### src/logic/gpio_defines.svh
// register indices, field positions, reset values and timing for the gpio block
`ifndef GPIO_DEFINES_SVH
`define GPIO_DEFINES_SVH

// register indices; byte address is four times the index
`define IDX_A_DATA     10'h005
`define IDX_B_DATA     10'h006
`define IDX_C_DATA     10'h007
`define IDX_INT_CTRL   10'h00b
`define IDX_OPTION     10'h081
`define IDX_A_DIR      10'h085
`define IDX_B_DIR      10'h086
`define IDX_C_DIR      10'h087
`define IDX_ANALOG_CFG 10'h09f

// field positions
`define OPT_PULLUP_DIS_N_BIT 7
`define INT_CHANGE_FLAG_BIT  0
`define A_TIMER_CLK_BIT      4
`define A_SLAVE_SEL_BIT      5
`define B_EXT_IRQ_BIT        0
`define B_CHANGE_LO          4
`define ANALOG_CFG_W         3

// reset values
`define RST_OPTION     8'hff
`define RST_A_DIR      8'h3f
`define RST_B_DIR      8'hff
`define RST_C_DIR      8'hff
`define RST_LATCH      8'h00
`define RST_ANALOG_CFG 3'h0

// analog select masks over the first pin group
`define AN_MASK_ALL    8'h2f
`define AN_MASK_PART   8'h0b
`define AN_MASK_NONE   8'h00

// synchroniser depth in clock cycles
`define SYNC_STAGES 2

`endif

### src/logic/gpio_pkg.sv
// types shared by the gpio block
package gpio_pkg;

  // drive side of one pin group
  typedef struct packed {
    logic [7:0] out;
    logic [7:0] oe;
  } pin_drive_t;

  // peripheral takeover of the third pin group
  typedef struct packed {
    logic [7:0] sel;
    logic [7:0] out;
    logic [7:0] oe;
  } periph_ctl_t;

  // ahb-lite request as seen by the slave
  typedef struct packed {
    logic        hsel;
    logic [31:0] haddr;
    logic [1:0]  htrans;
    logic        hwrite;
    logic [2:0]  hsize;
    logic        hready;
  } ahb_req_t;

  typedef logic [7:0] byte_t;

endpackage : gpio_pkg

### src/logic/gpio_ports.sv
// three gpio pin groups with change detector, behind an ahb-lite slave
//
// Register access over AHB-Lite was chosen for this implementation.
`timescale 1ns/1ps
`default_nettype none
`include "gpio_defines.svh"

module gpio_ports
  import gpio_pkg::*;
#(
  parameter int A_WIDTH = 6
) (
  // clock and reset
  input  wire logic        hclk,
  input  wire logic        hresetn,
  // ahb-lite slave
  input  wire ahb_req_t    ahb_req,
  input  wire logic [31:0] hwdata,
  output logic      [31:0] hrdata,
  output logic             hreadyout,
  output logic             hresp,
  // group a pins
  input  wire logic [A_WIDTH-1:0] pa_in,
  output pin_drive_t       pa_drive,
  // group b pins
  input  wire logic [7:0]  pb_in,
  output pin_drive_t       pb_drive,
  output logic      [7:0]  pb_pullup_en,
  // group c pins and peripheral takeover
  input  wire logic [7:0]  pc_in,
  output pin_drive_t       pc_drive,
  input  wire periph_ctl_t pc_periph,
  // alternate pin functions, change flag and wake request
  output logic             a4_timer_clock_pin,
  output logic             a5_slave_select_pin,
  output logic             b0_ext_irq_pin,
  output logic             change_irq_flag,
  output logic             wake_req
);

  // only the six-pin group a is served
  if (A_WIDTH != 6) begin : g_width_check
    $error("A_WIDTH must be 6");
  end

  // analog pin mask from the config field
  function automatic byte_t analog_mask(input logic [2:0] cfg);
    byte_t m;
    m = `AN_MASK_NONE;
    unique case (cfg)
      3'h0, 3'h1, 3'h2, 3'h3: m = `AN_MASK_ALL;
      3'h4, 3'h5:             m = `AN_MASK_PART;
      3'h6, 3'h7:             m = `AN_MASK_NONE;
    endcase
    return m;
  endfunction : analog_mask

  // word index of an aligned address, else an illegal index
  function automatic logic [9:0] word_index(input logic [31:0] a);
    logic [9:0] i;
    i = 10'h3ff;
    if (a[31:12] == 20'h00000 && a[1:0] == 2'b00) begin
      i = a[11:2];
    end
    return i;
  endfunction : word_index

  // registers
  byte_t      a_latch_q;
  byte_t      a_dir_q;
  byte_t      b_latch_q;
  byte_t      b_dir_q;
  byte_t      c_latch_q;
  byte_t      c_dir_q;
  byte_t      option_q;
  logic [2:0] analog_cfg_q;
  logic       flag_q;
  logic [3:0] b_old_q;

  // synchronisers
  byte_t a_meta_q;
  byte_t a_sync_q;
  byte_t b_meta_q;
  byte_t b_sync_q;
  byte_t c_meta_q;
  byte_t c_sync_q;

  // bus data phase
  logic       wr_pend_q;
  logic [9:0] wr_idx_q;
  logic [31:0] rdata_q;

  // bus decode
  logic       acc;
  logic       rd_acc;
  logic       wr_now;
  logic [9:0] acc_idx;
  byte_t      wr_byte;
  logic       b_touch;

  // write strobes, one per register
  logic       wr_a_data;
  logic       wr_a_dir;
  logic       wr_b_data;
  logic       wr_b_dir;
  logic       wr_c_data;
  logic       wr_c_dir;
  logic       wr_option;
  logic       wr_analog_cfg;
  logic       wr_int_ctrl;

  // pin views
  byte_t      a_pins;
  byte_t      a_mask;
  byte_t      c_dir_eff;
  byte_t      c_out_eff;
  logic [3:0] mismatch;
  logic       change_set;
  logic       pullup_disable_n;
  logic [3:0] b_upper_change_pins;
  byte_t      interrupt_control;

  // synchronise every pin before use
  // stage one may go metastable; only stage two is read
  always_ff @(posedge hclk or negedge hresetn) begin
    if (!hresetn) begin
      a_meta_q <= 8'h00;
      a_sync_q <= 8'h00;
      b_meta_q <= 8'h00;
      b_sync_q <= 8'h00;
      c_meta_q <= 8'h00;
      c_sync_q <= 8'h00;
    end else begin
      a_meta_q <= {2'b00, pa_in};
      a_sync_q <= a_meta_q;
      b_meta_q <= pb_in;
      b_sync_q <= b_meta_q;
      c_meta_q <= pc_in;
      c_sync_q <= c_meta_q;
    end
  end

  // bus request decode
  assign acc      = ahb_req.hsel && ahb_req.hready && ahb_req.htrans[1];
  assign acc_idx  = word_index(ahb_req.haddr);
  assign rd_acc   = acc && !ahb_req.hwrite;
  assign wr_now   = wr_pend_q;
  assign wr_byte  = hwdata[7:0];
  assign b_touch  = acc && (acc_idx == `IDX_B_DATA);

  // raised in the data phase of a write
  assign wr_a_data     = wr_now && (wr_idx_q == `IDX_A_DATA);
  assign wr_a_dir      = wr_now && (wr_idx_q == `IDX_A_DIR);
  assign wr_b_data     = wr_now && (wr_idx_q == `IDX_B_DATA);
  assign wr_b_dir      = wr_now && (wr_idx_q == `IDX_B_DIR);
  assign wr_c_data     = wr_now && (wr_idx_q == `IDX_C_DATA);
  assign wr_c_dir      = wr_now && (wr_idx_q == `IDX_C_DIR);
  assign wr_option     = wr_now && (wr_idx_q == `IDX_OPTION);
  assign wr_analog_cfg = wr_now && (wr_idx_q == `IDX_ANALOG_CFG);
  assign wr_int_ctrl   = wr_now && (wr_idx_q == `IDX_INT_CTRL);

  // zero-wait, always okay
  assign hreadyout = 1'b1;
  assign hresp     = 1'b0;
  assign hrdata    = rdata_q;

  // address phase held for the write data phase
  always_ff @(posedge hclk or negedge hresetn) begin
    if (!hresetn) begin
      wr_pend_q <= 1'b0;
      wr_idx_q  <= 10'h3ff;
    end else begin
      wr_pend_q <= acc && ahb_req.hwrite;
      wr_idx_q  <= acc_idx;
    end
  end

  // analog pins read as zero
  assign a_mask = analog_mask(analog_cfg_q);
  assign a_pins = a_sync_q & ~a_mask & 8'h3f;

  // read data captured at the address phase, pins not latches
  always_ff @(posedge hclk or negedge hresetn) begin
    if (!hresetn) begin
      rdata_q <= 32'h0000_0000;
    end else if (rd_acc) begin
      unique case (acc_idx)
        `IDX_A_DATA:     rdata_q <= {24'h0, a_pins};
        `IDX_B_DATA:     rdata_q <= {24'h0, b_sync_q};
        `IDX_C_DATA:     rdata_q <= {24'h0, c_sync_q};
        `IDX_INT_CTRL:   rdata_q <= {24'h0, interrupt_control};
        `IDX_OPTION:     rdata_q <= {24'h0, option_q};
        `IDX_A_DIR:      rdata_q <= {24'h0, a_dir_q};
        `IDX_B_DIR:      rdata_q <= {24'h0, b_dir_q};
        `IDX_C_DIR:      rdata_q <= {24'h0, c_dir_q};
        `IDX_ANALOG_CFG: rdata_q <= {29'h0, analog_cfg_q};
        default:         rdata_q <= 32'h0000_0000;
      endcase
    end
  end

  // group a latch and direction, top two bits fixed zero
  always_ff @(posedge hclk or negedge hresetn) begin
    if (!hresetn) begin
      a_latch_q <= `RST_LATCH;
      a_dir_q   <= `RST_A_DIR;
    end else begin
      if (wr_a_data) begin
        a_latch_q <= wr_byte & 8'h3f;
      end
      if (wr_a_dir) begin
        a_dir_q <= wr_byte & 8'h3f;
      end
    end
  end

  // group b latch and direction
  always_ff @(posedge hclk or negedge hresetn) begin
    if (!hresetn) begin
      b_latch_q <= `RST_LATCH;
      b_dir_q   <= `RST_B_DIR;
    end else begin
      if (wr_b_data) begin
        b_latch_q <= wr_byte;
      end
      if (wr_b_dir) begin
        b_dir_q <= wr_byte;
      end
    end
  end

  // group c latch and direction
  always_ff @(posedge hclk or negedge hresetn) begin
    if (!hresetn) begin
      c_latch_q <= `RST_LATCH;
      c_dir_q   <= `RST_C_DIR;
    end else begin
      if (wr_c_data) begin
        c_latch_q <= wr_byte;
      end
      if (wr_c_dir) begin
        c_dir_q <= wr_byte;
      end
    end
  end

  // option and analog config; reset gives pull-ups off, analog pins
  always_ff @(posedge hclk or negedge hresetn) begin
    if (!hresetn) begin
      option_q     <= `RST_OPTION;
      analog_cfg_q <= `RST_ANALOG_CFG;
    end else begin
      if (wr_option) begin
        option_q <= wr_byte;
      end
      if (wr_analog_cfg) begin
        analog_cfg_q <= wr_byte[2:0];
      end
    end
  end

  // group a drivers: dir one floats; bit 4 open drain
  always_comb begin
    pa_drive.out = a_latch_q & 8'h3f;
    pa_drive.oe  = ~a_dir_q & 8'h3f;
    pa_drive.out[`A_TIMER_CLK_BIT] = 1'b0;
    pa_drive.oe[`A_TIMER_CLK_BIT]  = ~a_dir_q[`A_TIMER_CLK_BIT] & ~a_latch_q[`A_TIMER_CLK_BIT];
  end

  // timer clock and slave select taps
  assign a4_timer_clock_pin  = a_sync_q[`A_TIMER_CLK_BIT];
  assign a5_slave_select_pin = a_sync_q[`A_SLAVE_SEL_BIT];

  // group b drivers
  assign pb_drive.out = b_latch_q;
  assign pb_drive.oe  = ~b_dir_q;

  // pull-ups: global enable, gated off on outputs
  assign pullup_disable_n = option_q[`OPT_PULLUP_DIS_N_BIT];
  assign pb_pullup_en     = pullup_disable_n ? 8'h00 : b_dir_q;

  // external irq tap
  assign b0_ext_irq_pin = b_sync_q[`B_EXT_IRQ_BIT];

  // change compare over input pins b7..b4
  assign b_upper_change_pins = b_sync_q[`B_CHANGE_LO +: 4];
  assign mismatch            = (b_upper_change_pins ^ b_old_q) & b_dir_q[`B_CHANGE_LO +: 4];
  assign change_set = |mismatch;

  // polling reloads the reference but cannot hide a change
  // compare latch reloads on any group b data access
  always_ff @(posedge hclk or negedge hresetn) begin
    if (!hresetn) begin
      b_old_q <= 4'h0;
    end else if (b_touch) begin
      b_old_q <= b_upper_change_pins;
    end
  end

  // flag: mismatch keeps setting, set beats a clear
  always_ff @(posedge hclk or negedge hresetn) begin
    if (!hresetn) begin
      flag_q <= 1'b0;
    end else if (change_set) begin
      flag_q <= 1'b1;
    end else if (wr_int_ctrl) begin
      flag_q <= wr_byte[`INT_CHANGE_FLAG_BIT];
    end
  end

  assign change_irq_flag   = flag_q;
  assign interrupt_control = {7'h00, flag_q};
  assign wake_req        = flag_q;

  // group c peripheral override of data and direction
  assign c_out_eff = (pc_periph.sel & pc_periph.out) | (~pc_periph.sel & c_latch_q);
  assign c_dir_eff = (pc_periph.sel & ~pc_periph.oe) | (~pc_periph.sel & c_dir_q);

  assign pc_drive.out = c_out_eff;
  assign pc_drive.oe  = ~c_dir_eff;

endmodule : gpio_ports

`default_nettype wire

### config.mk
export PLATFORM = sky130hd
export DESIGN_NAME = gpio_ports
export DESIGN_NICKNAME = d
export VERILOG_FILES = /design/src/logic/gpio_pkg.sv /design/src/logic/gpio_ports.sv
export VERILOG_INCLUDE_DIRS = /design/src /design/src/logic
export SDC_FILE = /design/constraint.sdc
export NUM_CORES = 1
export LEC_CHECK = 0
export ABC_AREA = 1
export BUFFER_PORTS_ARGS = -buffer_cell sky130_fd_sc_hd__buf_2
export CAP_MARGIN = 20
export CORE_MARGIN = 3
export CORE_UTILIZATION = 40
export CTS_BUF_LIST = sky130_fd_sc_hd__clkbuf_4 sky130_fd_sc_hd__clkbuf_8
export DETAILED_ROUTE_END_ITERATION = 10
export PLACE_DENSITY_LB_ADDON = 0.1
export SLEW_MARGIN = 20
export SYNTH_ARGS = -nofsm -noshare
export SYNTH_HDL_FRONTEND = slang
export SYNTH_SLANG_ARGS = --single-unit
export TNS_END_PERCENT = 5
### constraint.sdc
create_clock -name hclk -period 1.78 [get_ports hclk]
set_clock_uncertainty 0.2 [all_clocks]
set_input_delay 0.267 -clock hclk [delete_from_list [all_inputs] [get_ports hclk]]
set_output_delay 0.267 -clock hclk [all_outputs]
set_load 0.02 [all_outputs]
# [Word level (Yosys, flattened, before mapping)]
# Memory sizes are Yosys's and may differ from the RTL's.
# Cells that the tools add are included.
[word_totals] mem_count=1 output_inout_bits=95 mem_bits_ro=40 wordCells=81 ff_bits=147
[memory_table] memory="(name not given)" words=8 width=5 rd=1 rd_ports_with_merged_regs=0 write_ports=0 line_no="gpio_ports.sv:50" rtl="unique case (cfg)"
[classes] reduce_logical=20 mux=5 n_bitwise=18 eq_ne=18
[ops] op="$eq 10x8->1 const B" n=10
[ops] op="$pmux 8 s9" n=1
[ops] op="$eq 10x3->1 const B" n=6
[ops] op="$and 8x8->8" n=4
[ops] op="$not 8->8" n=4
[ops] op="$eq 10x4->1 const B" n=2
[ops] op="$logic_not 20->1" n=1
[ops] op="$or 8x8->8" n=2
[ops] op="$logic_and 1x1->1" n=15
[ops] op="$not 6->6" n=2
[ops] op="$mux 10" n=1
[ops] op="$mux 8" n=1
[ops] op="$and 6x6->6" n=1
[ops] op="$and 4x4->4" n=1
[ops] op="$reduce_or 4->1" n=1
[ops] op="$xor 4x4->4" n=1
[ops] op="$logic_not 2->1" n=1
[ops] op="$mux 1" n=2
[ops] op="$not 1->1" n=2
[ops] op="$reduce_bool 2->1" n=1
[ops] op="$and 1x1->1" n=1
[ops] op="$logic_not 1->1" n=1

# [Longest topological paths before layout]
[logic_depth] ltp_word=5 depth_mapped=15 depth_no_buf=14

# [Worst setup path before layout]
# No wires, ideal clock.
[synth_timing] kind="input -> register" startpoint="input ahb_req[20] in the netlist's numbering" endpoint="register b_old_q[0]" slack_ns=-0.248 t_arrival_ns=1.711 n_path_buf=1 cell_stages=11 setup_time_ns=0.117 required_ns=1.463 path_cell_list="or2_4 nor2_4 nand4_2 nor2_4 nand2_2 nor2_4 nand2_1 or2_0 buf_4 nand2_1 o21ai_2"
[synth_between] elab_chain_cells=5
[synth_rtl] element="start: declaration" line_no="gpio_ports.sv:17" rtl="input wire ahb_req_t ahb_req,"
[synth_rtl] element="$logic_not 20->1" line_no="gpio_ports.sv:62" rtl="if (a[31:12] == 20'h00000 && a[1:0] == 2'b00) begin"
[synth_rtl] element="$logic_and 1x1->1" line_no="gpio_ports.sv:62"
[synth_rtl] element="$mux 10" line_no="gpio_ports.sv:62"
[synth_rtl] element="via acc_idx[9]" line_no="gpio_ports.sv:97" rtl="logic [9:0] acc_idx;"
[synth_rtl] element="$eq 10x3->1"
[synth_rtl] element="$logic_and 1x1->1" line_no="gpio_ports.sv:149" rtl="assign b_touch = acc && (acc_idx == `IDX_B_DATA);"
[synth_rtl] element="end signal: assignment" line_no="gpio_ports.sv:296" rtl="b_old_q <= b_upper_change_pins;"
[synth_rtl] element="end: declaration" line_no="gpio_ports.sv:78" rtl="logic [3:0] b_old_q;"
# The timed path passes the listed nets, and every way through them passes these cells.
# A chain may end at the register's enable or synchronous reset.

# [Final worst setup path]
[layout_timing] startpoint="input ahb_req[20] in the netlist's numbering" endpoint="register rdata_q[0], in the netlist hrdata[0]"
[layout_between] elab_chain_cells=5 word_cells_on_any_way=13
[layout_rtl] element="$logic_not 20->1 *" line_no="gpio_ports.sv:62"
[layout_rtl] element="$logic_and 1x1->1 *" line_no="gpio_ports.sv:62"
[layout_rtl] element="$mux 10 *" line_no="gpio_ports.sv:62"
[layout_rtl] element="$eq 10x8->1, or another cell as far along" line_no="gpio_ports.sv:187" rtl="unique case (acc_idx)"
[layout_rtl] element="$pmux 8 s9 *" line_no="gpio_ports.sv:187"
[layout_rtl] element="end signal: assignment" line_no="gpio_ports.sv:188" rtl="`IDX_A_DATA: rdata_q <= {24'h0, a_pins};"
[layout_rtl] element="end signal: assignment" line_no="gpio_ports.sv:189" rtl="`IDX_B_DATA: rdata_q <= {24'h0, b_sync_q};"
[layout_rtl] element="end signal: assignment" line_no="gpio_ports.sv:190" rtl="`IDX_C_DATA: rdata_q <= {24'h0, c_sync_q};"
[layout_rtl] element="end: declaration" line_no="gpio_ports.sv:91" rtl="logic [31:0] rdata_q;"
# Mark *: on every way between the ends. The rest lies on a longest branch, timed or not.

==> impl_metrics.py <==
metrics = {
    "status": {
        "run_status": "finished with violations",
        "violations": "negative setup slack",
    },
    "global_routing": {
        "gr-usage-all-layers_pct": 20.43,
        "grt_first_pass_wirelength_um": 25670,
        "grt_max_degree": 37,
        "first_global_vias": 5048,
        "global_route.overflow_total": 0,
        "grt_antenna_before_repair": 0,
    },
    "cells_and_area": {
        "postLayoutCoreUtil_pct": 57.53,
        "antenna-diode-count": 0,
        "area.growth.synth_to_final_pct": 39.10,
        "final_layout_size_suffix_gt1_share_pct": 38.64,
        "fin_nets": 1018,
    },
    "power_and_ir_drop": {
        "share_of_power_burned_in_combinational_logic_pct": 7.6,
        "switching_share_pct": 25.18,
        "power_density_nw_per_um2": 739.7,
        "switching_power_of_the_nets_mw": 1.505,
        "power.ir.vdd_worst_v": 0.0008339,
        "static-leakage-power_nw": 4.270,
        "internal-power_mw": 4.471,
        "seq_power_share_pct": 48.0,
        "post-layout-total-power_mw": 5.976,
        "clock_power_share_pct": 44.4,
    },
    "clock_network": {
        "clock_tree.htree_level_count": 4,
        "cts.reportedPaths.clkPinSlew_ns": 0.08,
        "cts_tree": "built",
        "cts.sinks": 123,
        "clock_latency_ns": 0.44,
        "tritoncts.num_buffers": 17,
        "cts_buffer_depth": 2,
        "cts.root.buffer_cell": "sky130_fd_sc_hd__clkbuf_8",
    },
    "sta": {
        "report.final.hold_viol_count": 0,
        "finalSetupViolCount": 20,
        "clock.fmax_mhz": 528.7,
        "minimum_clock_period_ns": 1.891,
        "maxSlewHeadroom_pct": 33.83,
        "maxSlewViolCount": 0,
        "worst-slew-pin-transition_ns": 0.9797,
        "min_period_over_period_pct": 106.3,
        "rsz_0062_raised_after_global_routing": "true",
        "finalWorstSetupSlack_ns": -0.1114,
    },
    "critical_path": {
        "path_cells": "buf_6 -> or2_4 -> nor2_4 -> nand2_2 -> nor2_4 -> nand3_4 -> nor2_4 -> buf_12 -> buf_4 -> nand4_1 -> nand2_1 -> nor2_1 -> nand3_1 -> nand2_1 -> nand2_1",
        "startpoint": "ahb_req[20]",
        "critical_path.startpoint_type": "input port",
        "timing.critical_path.to_type": "flip-flop",
        "timing.rr.start": "wr_idx_q[2]$_DFF_PN1_",
        "worstPathArrival_ns": 2.07,
        "timing.critical_path.fanout_max": 7,
        "setup.worst_path.class": "input port to flip-flop",
        "cpMaxStageDelayCell": "sky130_fd_sc_hd__or2_4",
        "highest_cell_delay_on_the_worst_timing_path_ns": 0.24,
        "worst_ep_required_time_ns": 1.96,
    },
    "routing": {
        "vias": 5164,
        "vias_per_cell": 4.733,
        "post_dr_wirelength_cell_um": 14.86,
        "drc": 0,
        "initialDrtViolationCount": 290,
        "finalWirelength_um": 16220,
        "drt.antenna.violating_nets": 0,
        "drt_pass1_iterations": 5,
    },
    "synth": {
        "synth_top_cells_by_count": "149 x sky130_fd_sc_hd__nand2_1, 83 x sky130_fd_sc_hd__dfrtp_1, 72 x sky130_fd_sc_hd__nor2_1",
        "syn-cell-area_um2": 5808,
        "netlist.area_leader.share_pct": 35.76,
        "yosysMostFrequentCell": "sky130_fd_sc_hd__nand2_1",
        "netlist.top_cell.by_area": "sky130_fd_sc_hd__dfrtp_1",
        "synth_area_per_cell_um2": 8.922,
        "synth-edff-count": 0,
        "synth_cells": 651,
        "postSynth.topFlopCell": "sky130_fd_sc_hd__dfrtp_1",
        "yosysWarnings": 0,
        "seq_total_area_yosys_pct": 53.86,
        "synth_cell_type_count": 37,
        "ys_seq_elements": 123,
        "synth_top_cells_by_area": "sky130_fd_sc_hd__dfrtp_1 36%, sky130_fd_sc_hd__dfstp_2 18%, sky130_fd_sc_hd__nand2_1 9.6%",
        "ys_async_sr_fraction_pct": 100.0,
    },
    "die": {
        "core_area_um2": 14040,
        "boundaryPins": 215,
        "floorplan.rows": 43,
        "die_height_um": 126.5,
        "die_width_um": 126.5,
        "design.die.area_um2": 16000,
        "floorplan.initialDensity_pct": 41.36,
    },
    "flow_run": {
        "maxCapViolCount": 0,
    },
    "placement": {
        "place_worst_setup_slack_ns": -0.6222,
        "post-dp-hpwl_um": 12290,
        "routabilityCongestion": 0.8839,
        "buffer_ports.inserted": 155,
    },
    "hold_path": {
        "hold_path_startpoint": "hwdata[4]",
        "hp_class": "input port to flip-flop",
    },
}
-- per-stage QoR --
| stage | cells | area (um2) | TNS [ns] | hold slack [ns] |
|---|---|---|---|---|
| after floorplan | 680 | 5949 | -2.477 | -0.2286 |
| after global placement | 1016 | 7112 | -6.617 | 0.07362 |
| after detailed placement | 1016 | 7112 | -6.774 | 0.07576 |
| after CTS | 1086 | 7943 | -1.592 | 0.008949 |
| after global routing | 1091 | 8079 | -3.691 | 0.02414 |
| final | 1091 | 8079 | -1.284 | 0.002143 |
-- worst max-delay path: cells and delay by family --
family                 cells  cell delay, ns
and+or+nand+nor           12            1.43
buffers and inverters      3            0.36
-- flip-flops by register name, summed over array words and instances (netlist names), 3 cells and up --
name and cells:
c_dir_q 8, b_dir_q 8, a_dir_q 6, a_latch_q 6, c_meta_q 8, option_q 8
c_sync_q 8, analog_cfg_q 3, c_latch_q 8, wr_idx_q 10, a_meta_q 6, hrdata 8
b_old_q 4, b_latch_q 8, b_meta_q 8, a_sync_q 6, b_sync_q 8
-- per-layer routing --
layer / share of wire [%] / up-vias / track usage (%)
met5: 0 / - / 0
met1: 42 / 2429 / 25.85
met4: 0.94 / 0 / 4.858
li1: - / 2553 / -
met3: 5.5 / 14 / 4.379
met2: 51 / 168 / 35.87
-- timing repair --
item,in CTS,in global routing
gates resized for setup,4,35
pin swaps,4,10
gates cloned,0,1
endpoints found under the setup margin,30,62
endpoints found under the hold margin,98,0
hold buffers,35,0
buffers inserted,3,4
-- power by group through the flow --
| stage | clock network [mW] | registers (mW) | logic, mW |
|---|---|---|---|
| 2_1_floorplan | 0 | 2.92 | 0.203 |
| 4_1_cts | 2.72 | 2.87 | 0.457 |
| 5_1_grt | 2.85 | 2.87 | 0.505 |
| 6_report | 2.65 | 2.87 | 0.456 |
| 3_5_place_dp | 0 | 2.92 | 0.401 |
| 3_3_place_gp | 0 | 2.92 | 0.394 |
-- placed cells by master (no fill, tap or decap), drive strengths merged, types with 2 or more instances in the layout --
master       instances
nand3               38
a21oi                5
dfrtp               83
o21ai               73
clkbuf              19
buf                217
dfstp               40
nor4                 2
nor3                 5
o211ai               3
nor2                85
nand4               36
dlygate4sd3         35
clkinv               5
o22ai                2
nand2              151
bufinv               3
or2                  2
inv                 64
mux2                 8
conb                31
-- final cells by class --
class | instances | area (um2)
tap | 180 | 225.2
timing repair buffer | 253 | 1787
clock buffer | 18 | 241.5
sequential | 123 | 3132
fill | 1296 | 5963
multi-input combinational | 445 | 2295
inverter | 58 | 217.7
clock inverter | 14 | 181.4
-- cell families (layout without fill, tap and decap cells) --
family | Yosys count | after routing | synth area share [%]
other cells | 2 | 31 | 0.1293
flops | 123 | 123 | 53.86
buf+inv | 112 | 343 | 10.21
compound gates | 85 | 85 | 7.928
simple gates | 321 | 321 | 26.33
mux | 8 | 8 | 1.551
-- worst paths after layout --
| check | endpoint | slack (ns) | cells after the start |
|---|---|---|---|
| setup / recovery | hrdata[0]$_DFFE_PN0P_ | -0.11 | 15 |
| hold / removal | b_dir_q[4]$_DFFE_PN1P_ | 0.002 | 3 |
| setup reg to reg | b_latch_q[2]$_DFFE_PN0P_ | 0.05 | 8 |
| hold reg to reg | c_sync_q[1]$_DFF_PN0_ | 0.15 | 0 |
| max in group asynchronous | option_q[1]$_DFFE_PN1P_ | 0.61 | 3 |
| min in group asynchronous | c_sync_q[4]$_DFF_PN0_ | 0.15 | 2 |
Note: power is estimated with default switching activity, not from simulation.
